## config.mk

```make
export PLATFORM = sky130hd
export DESIGN_NAME = fkd_top
export DESIGN_NICKNAME = d
export VERILOG_FILES = /design/src/hdl/fkd_pkg.sv /design/src/hdl/fkd_download_engine.sv /design/src/hdl/fkd_top.sv
export VERILOG_INCLUDE_DIRS = /design/src /design/src/hdl
export SDC_FILE = /design/constraint.sdc
export NUM_CORES = 1
export LEC_CHECK = 0
export BUFFER_PORTS_ARGS = -buffer_cell sky130_fd_sc_hd__buf_4
export CORE_ASPECT_RATIO = 2
export CORE_MARGIN = 10
export CORE_UTILIZATION = 35
export DETAILED_ROUTE_END_ITERATION = 6
export PLACE_DENSITY = 0.76
export SYNTH_ARGS = -nofsm -noshare
export SYNTH_HDL_FRONTEND = slang
export SYNTH_HIERARCHICAL = 1
export SYNTH_SLANG_ARGS = --single-unit
```

## constraint.sdc

```tcl
create_clock -name mclk -period 1.9 [get_ports mclk]
set_input_delay 0.475 -clock mclk [delete_from_list [all_inputs] [get_ports mclk]]
set_output_delay 0.475 -clock mclk [all_outputs]
set_load 0.05 [all_outputs]
```

## src/hdl/fkd_params.svh

```systemverilog
// Offsets, field positions, reset values and counts of the flash key block
`ifndef FKD_PARAMS_SVH
`define FKD_PARAMS_SVH

// Register byte offsets on APB (paddr[11:0])
`define FKD_KEY_OFS 12'h000
`define FKD_DEST_OFS 12'h004
`define FKD_CTRL_OFS 12'h008
`define FKD_STAT_OFS 12'h00c

// Key codes and reset value
`define FKD_KEY_DL 8'ha5
`define FKD_KEY_PE 8'h5a
`define FKD_RST_BYTE 8'h00

// Field positions
`define FKD_ERR_BIT 7
`define FKD_REQ_BIT 0

// Destination selector range and RAM placement
`define FKD_SEL_MIN 7'h02
`define FKD_SEL_MAX 7'h04
`define FKD_RAM_BASE0 32'hffff9000
`define FKD_BLOCK_BYTES 32'h00000800

// Routine length in 32-bit words
`define FKD_DL_WORDS 5'h10

`endif

```

## src/hdl/fkd_pkg.sv

```systemverilog
// Types and shared decode functions of the flash key block
package fkd_pkg;

  // One RAM write beat
  typedef struct packed {
    logic we;
    logic [31:0] addr;
    logic [31:0] data;
  } fkd_ram_wr_t;

  // Download engine states
  typedef enum logic [1:0] {
    FKD_IDLE = 2'b00,
    FKD_COPY = 2'b01,
    FKD_DRAIN = 2'b10,
    FKD_ABORT = 2'b11
  } fkd_dl_state_t;

  // Selector lies in the permitted window
  function automatic logic selOk(input logic [6:0] sel);
    selOk = (sel >= 7'h02) && (sel <= 7'h04);
  endfunction

  // RAM start address for a selector, 2 kbyte steps
  function automatic logic [31:0] destBase(input logic [6:0] sel);
    destBase = 32'hffff9000 + {14'h0000, sel, 11'h000};
  endfunction

endpackage

```

## src/hdl/fkd_download_engine.sv

```systemverilog
// Copies the stored routine into on-chip RAM at the selected start address
`timescale 1ns/1ns
`include "fkd_params.svh"

module fkd_download_engine (
  // Clock and reset
  input wire logic mclk,
  input wire logic rst_n,
  // Control from the register block
  input wire logic start,
  input wire logic [6:0] destSel,
  output logic busy_q,
  output logic done_q,
  output logic addrErr_q,
  // Routine store, synchronous read
  output logic [3:0] romAddr_q,
  input wire logic [31:0] romData,
  // RAM write port
  output fkd_pkg::fkd_ram_wr_t ramWr_q
);

  fkd_pkg::fkd_dl_state_t stateQ; // Sequencer state
  logic [4:0] cntQ;               // Next word to fetch
  logic pendQ; // Address presented to the store
  logic [3:0] pendIdxQ; // Index of that address
  logic pend2Q; // Store answer stands on romData
  logic [3:0] pend2IdxQ; // Index of that answer
  logic [31:0] baseQ;             // Start address latched at start

  //////////////////////////////////////////////////////////////////////////
  // Sequencer: check selector, then fetch every word once
  always_ff @(posedge mclk or negedge rst_n) begin
    if (!rst_n) begin
      stateQ <= fkd_pkg::FKD_IDLE;
      cntQ <= 5'h00;
      baseQ <= 32'h00000000;
      romAddr_q <= 4'h0;
      pendQ <= 1'b0;
      pendIdxQ <= 4'h0;
    end else begin
      pendQ <= 1'b0;
      case (stateQ)
        fkd_pkg::FKD_IDLE: begin
          if (start) begin
            // Bad selector never touches RAM
            if (fkd_pkg::selOk(destSel)) begin
              stateQ <= fkd_pkg::FKD_COPY;
              baseQ <= fkd_pkg::destBase(destSel);
              cntQ <= 5'h00;
            end else begin
              stateQ <= fkd_pkg::FKD_ABORT;
            end
          end
        end
        fkd_pkg::FKD_COPY: begin
          romAddr_q <= cntQ[3:0];
          pendQ <= 1'b1;
          pendIdxQ <= cntQ[3:0];
          cntQ <= cntQ + 5'h01;
          if (cntQ == `FKD_DL_WORDS - 5'h01) begin
            stateQ <= fkd_pkg::FKD_DRAIN;
          end
        end
        // Last word is fetched while leaving, written two cycles later
        fkd_pkg::FKD_DRAIN: stateQ <= fkd_pkg::FKD_IDLE;
        fkd_pkg::FKD_ABORT: stateQ <= fkd_pkg::FKD_IDLE;
        default: stateQ <= fkd_pkg::FKD_IDLE;
      endcase
    end
  end

  //////////////////////////////////////////////////////////////////////////
  // Second stage: the store answers one cycle after its address, so
  // word and index only meet here; one stage less would shift the data
  always_ff @(posedge mclk or negedge rst_n) begin
    if (!rst_n) begin
      pend2Q <= 1'b0;
      pend2IdxQ <= 4'h0;
    end else begin
      pend2Q <= pendQ;
      pend2IdxQ <= pendIdxQ;
    end
  end

  //////////////////////////////////////////////////////////////////////////
  // RAM write beat, taken while the stored word stands on romData
  always_ff @(posedge mclk or negedge rst_n) begin
    if (!rst_n) begin
      ramWr_q <= '0;
    end else begin
      ramWr_q.we <= pend2Q;
      ramWr_q.addr <= baseQ + {26'h0000000, pend2IdxQ, 2'b00};
      ramWr_q.data <= romData;
    end
  end

  //////////////////////////////////////////////////////////////////////////
  // Status flags toward the register block
  always_ff @(posedge mclk or negedge rst_n) begin
    if (!rst_n) begin
      busy_q <= 1'b0;
      done_q <= 1'b0;
      addrErr_q <= 1'b0;
    end else begin
      // Busy until the last beat has left the pipeline
      busy_q <= (stateQ != fkd_pkg::FKD_IDLE) || pendQ || pend2Q;
      // Done with the last beat, so the request never clears early
      done_q <= (stateQ == fkd_pkg::FKD_ABORT) || (pend2Q && pend2IdxQ == 4'hf);
      addrErr_q <= (stateQ == fkd_pkg::FKD_ABORT);
    end
  end
endmodule

```

## src/hdl/fkd_top.sv

```systemverilog
// APB-reachable flash key and download-destination control block
//
// Our own choices: the APB slave port and the address map.
`timescale 1ns/1ns
`include "fkd_params.svh"

// Function
// - 8-bit key register, clears to zero
// - Request bit settable only with download key
// - Other key values ignore request writes
// - Program/erase allowed only with program key
// - Other keys block program and erase
// - Destination register: error bit, 7-bit selector
// - Destination register picks RAM start address
// - Selectors 2..4 map 2-kbyte RAM windows
// - Bad selector sets error, aborts download
// - Request bit clears itself when download ends
module fkd_top (
  // Clock and reset
  input wire logic mclk,
  input wire logic rst_n,
  // APB slave
  input wire logic psel,
  input wire logic penable,
  input wire logic pwrite,
  input wire logic [11:0] paddr,
  input wire logic [31:0] pwdata,
  output logic [31:0] prdata_q,
  output logic pready_q,
  output logic pslverr_q,
  // Program/erase requests from the running routine
  input wire logic opReq,
  output logic progEraseEn_q,
  output logic flashOpGo_q,
  output logic flashOpBlocked_q,
  // Routine store and RAM write port
  output logic [3:0] romAddr_q,
  input wire logic [31:0] romData,
  output fkd_pkg::fkd_ram_wr_t ramWr_q,
  output logic dlBusy_q
);

  logic [7:0] keyQ;      // Unlock key
  logic destErrQ;        // Address error flag
  logic [6:0] destSelQ;  // Destination selector
  logic reqQ;            // Download request bit
  logic startQ;          // One-cycle start to engine
  logic engBusy;         // Engine copying
  logic engDone;         // Engine finished or aborted
  logic engErr;          // Engine rejected selector
  logic apbWr;           // Write completes this edge
  logic apbAccess;       // First access cycle, answer being formed
  logic dlKeyOk;         // Key holds download value
  logic peKeyOk;         // Key holds program/erase value
  logic reqAttempt;      // Software writes one to request bit
  logic [31:0] rdMux;    // Read data for current address
  logic mapped;          // Address hits a register

  assign dlKeyOk = (keyQ == `FKD_KEY_DL);
  assign peKeyOk = (keyQ == `FKD_KEY_PE);

  //////////////////////////////////////////////////////////////////////////
  // APB handshake: one wait cycle so read data leaves a flop
  assign apbAccess = psel && penable && !pready_q;
  assign apbWr = psel && penable && pready_q && pwrite && mapped;
  assign reqAttempt = apbWr && (paddr == `FKD_CTRL_OFS) && pwdata[`FKD_REQ_BIT];

  // Address decode, aligned words only
  always_comb begin
    mapped = 1'b1;
    rdMux = 32'h00000000;
    case (paddr)
      `FKD_KEY_OFS: rdMux = {24'h000000, keyQ};
      `FKD_DEST_OFS: rdMux = {24'h000000, destErrQ, destSelQ};
      `FKD_CTRL_OFS: rdMux = {31'h00000000, reqQ};
      `FKD_STAT_OFS: rdMux = {28'h0000000, destErrQ, peKeyOk, dlKeyOk, engBusy};
      default: mapped = 1'b0;
    endcase
  end

  // Ready, error and read data flops
  always_ff @(posedge mclk or negedge rst_n) begin
    if (!rst_n) begin
      pready_q <= 1'b0;
      pslverr_q <= 1'b0;
      prdata_q <= 32'h00000000;
    end else if (apbAccess) begin
      pready_q <= 1'b1;
      pslverr_q <= !mapped;
      // Writes and unmapped reads return zero
      prdata_q <= pwrite ? 32'h00000000 : rdMux;
    end else begin
      pready_q <= 1'b0;
      pslverr_q <= 1'b0;
      prdata_q <= 32'h00000000;
    end
  end

  //////////////////////////////////////////////////////////////////////////
  // Key register, plain read/write
  always_ff @(posedge mclk or negedge rst_n) begin
    if (!rst_n) begin
      keyQ <= `FKD_RST_BYTE;
    end else if (apbWr && paddr == `FKD_KEY_OFS) begin
      keyQ <= pwdata[7:0];
    end
  end

  //////////////////////////////////////////////////////////////////////////
  // Destination selector; engine latches it at start, so late writes
  // during a copy do not move a download already running
  always_ff @(posedge mclk or negedge rst_n) begin
    if (!rst_n) begin
      destSelQ <= 7'h00;
    end else if (apbWr && paddr == `FKD_DEST_OFS) begin
      destSelQ <= pwdata[6:0];
    end
  end

  // Error flag: hardware set beats a software write in the same cycle
  always_ff @(posedge mclk or negedge rst_n) begin
    if (!rst_n) begin
      destErrQ <= 1'b0;
    end else if (engErr) begin
      destErrQ <= 1'b1;
    end else if (apbWr && paddr == `FKD_DEST_OFS) begin
      destErrQ <= pwdata[`FKD_ERR_BIT];
    end
  end

  //////////////////////////////////////////////////////////////////////////
  // Request bit: set only under download key, cleared by the engine
  always_ff @(posedge mclk or negedge rst_n) begin
    if (!rst_n) begin
      reqQ <= 1'b0;
      startQ <= 1'b0;
    end else begin
      startQ <= 1'b0;
      if (engDone) begin
        reqQ <= 1'b0;
      end else if (reqAttempt && dlKeyOk && !reqQ && !engBusy) begin
        reqQ <= 1'b1;
        startQ <= 1'b1;
      end
      // Any other key leaves the bit and engine untouched
    end
  end

  //////////////////////////////////////////////////////////////////////////
  // Program/erase gate; the routine itself cannot bypass the key check
  always_ff @(posedge mclk or negedge rst_n) begin
    if (!rst_n) begin
      progEraseEn_q <= 1'b0;
      flashOpGo_q <= 1'b0;
      flashOpBlocked_q <= 1'b0;
    end else begin
      progEraseEn_q <= peKeyOk;
      flashOpGo_q <= opReq && peKeyOk;
      flashOpBlocked_q <= opReq && !peKeyOk;
    end
  end

  // Busy seen by the system: from request until engine is idle again
  always_ff @(posedge mclk or negedge rst_n) begin
    if (!rst_n) begin
      dlBusy_q <= 1'b0;
    end else begin
      dlBusy_q <= reqQ || engBusy;
    end
  end

  //////////////////////////////////////////////////////////////////////////
  // Copy engine
  fkd_download_engine engine (
    .mclk(mclk),
    .rst_n(rst_n),
    .start(startQ),
    .destSel(destSelQ),
    .busy_q(engBusy),
    .done_q(engDone),
    .addrErr_q(engErr),
    .romAddr_q(romAddr_q),
    .romData(romData),
    .ramWr_q(ramWr_q)
  );

  //////////////////////////////////////////////////////////////////////////
  // Checks
  localparam int DlSpan = 24; // Request to clear, with margin
endmodule

```

======== Word level (Yosys, flattened, before mapping) ========
Cells that the tools add are included.
cells by class
  add/subtract/negate cells ............... 3
  multiply operators ...................... 0
  div/mod/pow operators ................... 0
  magnitude comparators ................... 2
  equality and inequality tests ........... 13
  shift operators ......................... 0
  mux-type cells .......................... 20
  bitwise operators ....................... 0
  reductions and logical operators ........ 36
operators by type and width
  cell                      count
  $mux W32                  2
  $add A32 B6 Y32           1
  $pmux W8 S4               1
  $eq A12 B4 Y1 const B     2
  $add A16 B19 Y20 const A  1
  $logic_and A1 B1 Y1       16
  $eq A12 B3 Y1 const B     1
  $logic_not A12 Y1         1
  $mux W1                   10
  $mux W5                   2
  $pmux W5 S2               1
  $eq A8 B7 Y1 const B      1
  $eq A8 B8 Y1 const B      1
  $reduce_bool A2 Y1        4
  $ge A7 B2 Y1 const B      1
  $le A7 B3 Y1 const B      1
  $mux W2                   3
  $pmux W2 S3               1
  $reduce_and A3 Y1         2
  $add A5 B1 Y5 const B     1
  $eq A5 B4 Y1 const B      1
  $logic_not A1 Y1          5
  $eq A2 B2 Y1 const B      2
  $eq A4 B4 Y1 const B      1
  other kinds (8)           12
word-level totals
  register bits ........................... 173
  latch bits .............................. 0
  RAM bits ................................ 0
  ROM bits ................................ 0
  input bits .............................. 82
  output and inout port bits .............. 107
  word-level logic and storage cells ...... 99
  memories ................................ 0

======== Depth between registers and ports, before layout ========
Gate-level depths: netlist (run 1).
  depth in word-level cells ............... 11
  depth in mapped cells ................... 7
  gate-level depth less buffers ........... 6

======== Modules after synthesis ========
The synthesis (run 1) kept the hierarchy.
modules (own cells, without submodules)
  module               times used  cells each  area each (µm²)
  fkd_download_engine  1           169         2539.9
  fkd_top              1           129         1585.3

======== Worst setup path after synthesis (run 1) ========
Ideal clock, no wire load.
  kind .................................... input to register
  start point ............................. input paddr[7]
  end point ............................... register destSelQ[0]
  setup time .............................. 0.125 ns
  arrival ................................. 1.996 ns
  data required time ...................... 1.775 ns
  path slack .............................. -0.221 ns
  cell stages on the path ................. 3
  path buffers ............................ 0
  cells stage by stage .................... or4_1 > nor4_4 > mux2_2
between the ends
  cells in the longest elaborated chain, start to end .. 5
RTL lines
  what                                         line            text
  start: declaration                           fkd_top.sv:26   input wire logic [11:0] paddr,
  $eq A12 B4 Y1, or another cell as far along  fkd_top.sv:72   case (paddr)
  $reduce_or A4 Y1 (no line)                   -
  $mux W1                                      fkd_top.sv:72
  $logic_and A1 B1 Y1                          fkd_top.sv:65   assign apbWr = psel && penable && pready_q && pwrite && mapped;
  $logic_and A1 B1 Y1 (no line) (*)            -
  end signal: assignment                       fkd_top.sv:116  destSelQ <= pwdata[6:0];
  end: declaration                             fkd_top.sv:45   logic [6:0] destSelQ;
Every way passes the cells marked *; elsewhere a longest branch is shown, timed or not.
A chain may end at the register's enable or synchronous reset.

======== Final worst setup path (run 1) ========
  start point ............................. register destSelQ[1]
  end point ............................... register engine.baseQ[13]
between the ends
  cells in the longest elaborated chain, start to end .. 3
RTL lines
  what                                                      line                       text
  branches (longest 3 deep; another with $add A16 B19 Y20)  -
  end signal: assignment                                    fkd_download_engine.sv:48  baseQ <= fkd_pkg::destBase(destSel);
  end: declaration                                          fkd_download_engine.sv:28  logic [31:0] baseQ;
Parallel ways; which one is timed is not known.

==> implementation parameters, run 1 <==
Parameter                              Value

Final layout
  Most frequent standard cell in the layout excluding fill and tap cells    buf_4
  Top library cells by usage in the layout, fill and taps aside    buf_4 (148), dfrtp_1 (106), conb_1 (31), mux2_4 (16), nand2_1 (15)
  Share of final-layout standard cells stronger than drive strength 1    46.09%
  Diodes inserted    0
  Area growth from synthesis to final layout    36.37%
  Post-route standard cell area excluding fillers    5625 µm²
  Final-stage net count    529
  Non-filler instance count after layout    592

Placement
  Final HPWL DP    8047 µm
  Placed cell count    576
  Worst slack at placement    -0.2409 ns
  Buffers on Ports    133
  Instance area after placement    5314 µm²
  Gp weighted congestion    0.8169

Die
  Initial cell density of the core    35.47%
  Number of rows in the core area    56
  Total die area    16790 µm²
  Vertical die dimension    173.5 µm
  Core area    11630 µm²
  Count of boundary I/O pins    189
  Width of the chip    96.77 µm

STA
  Fmax    536.1 MHz
  Final critical delay including setup and external delays    1.865 ns
  Final setup violating endpoints    0
  Final Hold Viols    0
  Final clock skew    0.005758 ns
  Number of slew-limit violations in the final report    0
  Transition at the pin with the smallest max-transition slack    0.5503 ns
  Share of the clock period used by the worst path    98.17%
  Headroom to the max-slew limit    62.81%
  Worst Setup Slack, final    0.03483 ns

Yosys
  Ranking of synthesized cells by area    dfrtp_1 (65%), buf_4 (7.8%), mux2_2 (4.6%)
  Sequential cell area fraction in the yosys report    64.91%
  Number of distinct library cells after synthesis    42
  Largest area contributor in the synthesized netlist    dfrtp_1
  Synth Register Bits    107
  Syn Inst Count    298
  Post-synthesis instance area    4125 µm²
  Count of warnings emitted by yosys    6
  Syn Area/Cell    13.84 µm²
  Area share of the largest cell type after synthesis    64.91%

Routing
  Violation count after the first detailed-route iteration    82
  Wire length the detailed router placed on met1    3264 µm
  Total detailed-routing wirelength    9915 µm
  Post-route antenna net violation count    0
  Detailed-route wire length per cell    16.75 µm
  Overall via count from detail_route    2678
  Length of the first detailed-routing pass in iterations    4
  Highest metal layer with signal wires    met4
  Routed vias/inst    4.524
  Detail Route met2 WL    5652 µm
  Amount of wire on met3 after detailed routing    601 µm
  Post-route DRC violation count    0

Clock network
  CTS buffer count    9
  Clock network latency to the later pin of the worst-skew pair    0.34 ns
  Clock sinks    107
  Root Buffer    clkbuf_16
  Setup Fix Bufs, Post-CTS    0
  Post-cts repair resize count    3
  Buffers from clock root to sink, at most    2
  H-tree depth reported by CTS    3
  CTS Hold Buffers Added    0
  Clock slew at the register clock pins of the worst setup and hold paths    0.07 ns
  TritonCTS clock tree    yes

Setup path
  Category of the most critical setup path    register to register
  Critical Path Fanout Max    5
  Critical Path RT    2.13 ns
  Launching element type of the critical path    register
  Data arrival time of the worst path    2.09 ns
  Endpoint type of the worst setup path    register

Hold path
  Min-delay worst type    primary input to async pin

Global routing
  Vias in the first global route    3017
  Grt total ovfl    0
  Total global-route track usage    11.83%
  First-pass GRT wire length    15810 µm
  Largest net degree at the start of global routing    58
  Antenna violations before repair    0

Pwr
  Worst vdd ir    0.0005392 V
  Areal power density over the cells    831.5 nW/µm²
  Leakage power summed over all cells    2.927 nW

Job
  # Max-Cap Violations    0

Run status
  Status    finished clean
==> worst paths after layout <==
path / startpoint / cells after the start / slack, ns / endpoint
max: destSelQ[1] / 6 / 0.03 / engine/baseQ[13]
min: rst_n / 1 / 0.01 / engine/ramWr_q[11]
max reg2reg: destSelQ[1] / 6 / 0.03 / engine/baseQ[13]
min reg2reg: engine/pend2IdxQ[0] / 0 / 0.37 / engine/ramWr_q[34]
max in group asynchronous: rst_n / 2 / 1.32 / engine/ramWr_q[2]
min in group mclk: romData[15] / 1 / 0.23 / engine/ramWr_q[15]
==> cells by family (layout without fill, tap and decap cells) <==
group | count (synthesis) | after routing | share of synthesized area (%)
AO/OA/AOI/OAI | 20 | 20 | 3.458
XOR/XNOR | 1 | 1 | 0.2124
other | 2 | 31 | 0.1821
buffers and inverters | 55 | 175 | 9.099
multiplexers | 28 | 28 | 8.098
flip-flops | 107 | 107 | 64.91
AND/OR/NAND/NOR | 80 | 80 | 12.53
adder cells (fa/ha/maj) | 5 | 5 | 1.517
==> routing by layer <==
layer  global-route usage [%]  vias up
li1                         -     1237
met1                    10.51     1315
met2                    22.26      107
met3                    3.792       19
met4                    6.984        0
met5                        0        -
==> through the flow <==
step	TNS, ns	hold WS, ns	utilization, %	total power (W)
floorplan	-3.073	0.1794	-	0.002717
finish	0	0.01284	48.36	0.004678
detailed placement	-4.667	0.3538	45.69	0.002900
global placement	-3.823	0.3497	45.69	0.002889
CTS	0	0.01033	48.34	0.004738
global route	-0.04416	0.02041	48.36	0.004863
==> registers in the layout, summed over array words and instances, names as in the netlist, 2 cells and up <==
name              cells
engine/pend2IdxQ      4
engine/baseQ          9
prdata_q              8
engine/pendIdxQ       4
engine/ramWr_q       46
destSelQ              7
engine/stateQ         2
engine/cntQ           5
keyQ                  8
==> worst max-delay path, stage by stage (launching register included) <==
cell and delay [ns]:
dfrtp_2 0.45, inv_2 0.09, ha_1 0.14, nor2b_2 0.15, o221ai_2 0.11, or4_4 0.50
mux2_4 0.32
==> Yosys cell counts (all sizes together) <==
library cell and instances:
or4b 1, nand2b 8, mux4 1, nor3 3, xor2 1, a21oi 4
o221ai 2, inv 7, a311oi 1, and2 2, a211oi 3, nor2 11
a22oi 4, nor4 5, o22ai 1, or4 6, nand3 1, o21ai 3
clkbuf 4, or3 1, and3 3, or2 3, nor3b 1, o31ai 1
nor4b 1, nand2 15, nor4bb 5, nand4 5, nor2b 4, ha 5
conb 2, mux2i 6, mux2 21, buf 44, or2b 5, a31o 1
dfrtp 107
==> where the power goes <==
| group | internal (W) | switching, W | total (W) | leakage, nW |
|---|---|---|---|---|
| sequential | 0.00231 | 0.0000121 | 0.00233 | 1.40 |
| clock | 0.000968 | 0.000859 | 0.00183 | 0.151 |
| combinational | 0.000147 | 0.000378 | 0.000525 | 1.38 |
==> final cells by class <==
| class | count | area, µm² |
|---|---|---|
| clock buffers | 10 | 239.0 |
| clock inverters | 6 | 65.06 |
| fillers | 1044 | 6006 |
| inverters | 7 | 26.28 |
| multi-input cells | 165 | 1244 |
| flip-flops and latches | 107 | 2679 |
| well taps | 145 | 181.4 |
| repair buffers | 152 | 1191 |
Note: power is estimated with default switching activity, not from simulation.
==> inputs of run 2 (changes only) <==
--- a/config.mk
+++ b/config.mk
@@ -12,6 +12,7 @@
 export CORE_UTILIZATION = 35
 export DETAILED_ROUTE_END_ITERATION = 6
 export PLACE_DENSITY = 0.76
+export REMOVE_ABC_BUFFERS = 1
 export SYNTH_ARGS = -nofsm -noshare
 export SYNTH_HDL_FRONTEND = slang
 export SYNTH_HIERARCHICAL = 1
==> implementation parameters, run 2 (synthesized netlist as in run 1, its figures left out) <==
Parameter                              Value

Clock network
  CTS Hold Buffers Added    0 (unchanged)
  H-tree depth reported by CTS    3 (unchanged)
  Root Buffer    clkbuf_16
  CTS buffer count    9 (unchanged)
  Clock slew at the register clock pins of the worst setup and hold paths    0.07 ns (about the same)
  TritonCTS clock tree    yes
  Clock network latency to the later pin of the worst-skew pair    0.34 ns (about the same)
  Clock sinks    107 (unchanged)
  Buffers from clock root to sink, at most    2 (unchanged)

Setup path
  Data arrival time of the worst path    2.09 ns (about the same)
  Launching element type of the critical path    register
  Path depth of the worst reg2reg path    4 (-2)
  Category of the most critical setup path    register to register
  Endpoint type of the worst setup path    register
  Critical Path Fanout Max    5 (unchanged)
  Critical Path RT    2.12 ns (about the same)

STA
  Final setup violating endpoints    0 (unchanged)
  Number of slew-limit violations in the final report    0 (unchanged)
  Setup repair after global routing missed its margin    yes
  Fmax    535.0 MHz (-0.22%)
  Worst hold slack across all endpoints    0.02989 ns (+0.01705 ns)
  Final clock skew    0.007008 ns (+0.001250 ns)
  Final Hold Viols    0 (unchanged)
  Headroom to the max-slew limit    65.76% (+2.9 points)
  Share of the clock period used by the worst path    98.38% (+0.21 points)
  Transition at the pin with the smallest max-transition slack    0.5067 ns (-0.04359 ns)
  Final critical delay including setup and external delays    1.869 ns (+0.004069 ns)

Die
  Initial cell density of the core    35.47% (unchanged)
  Count of boundary I/O pins    189 (unchanged)
  Core area    11630 µm² (unchanged)
  Width of the chip    96.77 µm (unchanged)
  Vertical die dimension    173.5 µm (unchanged)
  Total die area    16790 µm² (unchanged)
  Number of rows in the core area    56 (unchanged)

Pwr
  Areal power density over the cells    829.7 nW/µm² (-0.23%)
  Worst vdd ir    0.0004550 V (-16%)
  Leakage power summed over all cells    2.924 nW (-0.10%)

Final layout
  Most frequent standard cell in the layout excluding fill and tap cells    buf_4
  Flip-flop count of the largest register, all copies and words added    46 (unchanged)
  Register ranked first by flip-flop count    engine/ramWr_q
  Top library cells by usage in the layout, fill and taps aside    buf_4 (157), dfrtp_1 (107), conb_1 (31), mux2_2 (17), nand2_1 (15)
  Area growth from synthesis to final layout    34.94%
  Final core occ    47.86% (-0.51 points)
  Final-stage net count    535 (+1.1%)
  Post-route standard cell area excluding fillers    5567 µm² (-1.0%)
  Share of final-layout standard cells stronger than drive strength 1    46.58% (+0.49 points)
  Diodes inserted    0 (unchanged)
  Largest registers ranked by flip-flop count    engine/ramWr_q: 46 flops, engine/baseQ: 9 flops

Job
  # Max-Cap Violations    0 (unchanged)

Hold path
  Min-delay worst type    primary input to async pin

Global routing
  Largest net degree at the start of global routing    64 (+10%)
  Total global-route track usage    11.50% (-0.33 points)
  Grt total ovfl    0 (unchanged)
  First-pass GRT wire length    15610 µm (-1.3%)
  Vias in the first global route    3025 (+0.27%)
  Antenna violations before repair    0 (unchanged)

Placement
  Gp weighted congestion    0.8084 (-1.0%)
  Instance area after placement    5250 µm² (-1.2%)
  Final HPWL DP    7782 µm (-3.3%)
  Buffers on Ports    133 (unchanged)

Routing
  Length of the first detailed-routing pass in iterations    4 (unchanged)
  Routed vias/inst    4.507 (-0.37%)
  Post-route antenna net violation count    0 (unchanged)
  Violation count after the first detailed-route iteration    87 (+6.1%)
  Post-route DRC violation count    0 (unchanged)
  Total detailed-routing wirelength    9796 µm (-1.2%)
  Detailed-route wire length per cell    16.38 µm (-2.2%)
  Overall via count from detail_route    2695 (+0.63%)

Run status
  Status    finished clean
run 2: changes by cell type in the layout (fill, tap and decap cells not counted), moves of 2 or more:
cell,before,now
inv_6,3,1
mux2_4,16,4
clkinvlp_4,0,2
buf_12,4,1
mux2_2,5,17
buf_4,148,157
run 2: power breakdown:
group / switching, W / internal (W) / total, W / leakage (nW)
logic: 0.000380 / 0.000147 / 0.000527 / 1.39
registers: 0.0000114 / 0.00231 / 0.00233 / 1.40
clock network: 0.000828 / 0.000938 / 0.00177 / 0.137
run 2: worst max-delay path: stages (launching register included):
cell and delay [ns]:
dfrtp_1 0.42, nor4_4 0.34, o221ai_2 0.16, or4_4 0.51, mux2_4 0.32
run 2: metrics by stage:
stage / cells / setup TNS (ns) / setup WS [ns] / power (W)
4_1_cts: 597 / 0 / 0.002545 / 0.004673
5_1_grt: 598 / -0.2021 / -0.05112 / 0.004816
3_3_place_gp: 580 / -5.945 / -0.3213 / 0.002888
2_1_floorplan: 279 / -38.94 / -2.733 / 0.002659
3_5_place_dp: 580 / -6.525 / -0.3418 / 0.002896
6_report: 598 / 0 / 0.03076 / 0.004618
run 2: final cells by class:
| class | count | area (µm²) |
|---|---|---|
| Clock buffer | 10 | 239.0 |
| Tap cell | 145 | 181.4 |
| Timing Repair Buffer | 158 | 1199 |
| Fill cell | 1059 | 6065 |
| Inverter | 7 | 26.28 |
| Clock inverter | 6 | 48.80 |
| Multi-Input combinational cell | 165 | 1195 |
| Sequential cell | 107 | 2678 |
run 2: final timing paths:
path                                            to           startpoint  slack [ns]
min in group mclk                engine/ramWr_q[4]           romData[4]        0.23
worst min-delay path                       keyQ[5]                rst_n        0.03
worst min register to register  engine/ramWr_q[35]  engine/pend2IdxQ[1]        0.37
max in group asynchronous         engine/baseQ[12]                rst_n        1.24
worst max register to register    engine/baseQ[13]          destSelQ[6]        0.03
worst max-delay path              engine/baseQ[13]          destSelQ[6]        0.03
run 2: timing repair:
action / 4_1_cts / 5_1_grt
gates resized for setup: 2 / 3
endpoints found under the setup margin: 9 / 26
pin swaps: 1 / 0
setup buffers: 2 / 1
gates cloned: 0 / 0
run 2: metal layers:
metal | GRT usage (%) | up-vias | share of wire, %
li1 | - | 1247 | -
met1 | 12.21 | 1324 | 39
met2 | 20.21 | 108 | 53
met3 | 3.673 | 16 | 5.0
met4 | 4.883 | 0 | 2.2
met5 | 0 | - | 0
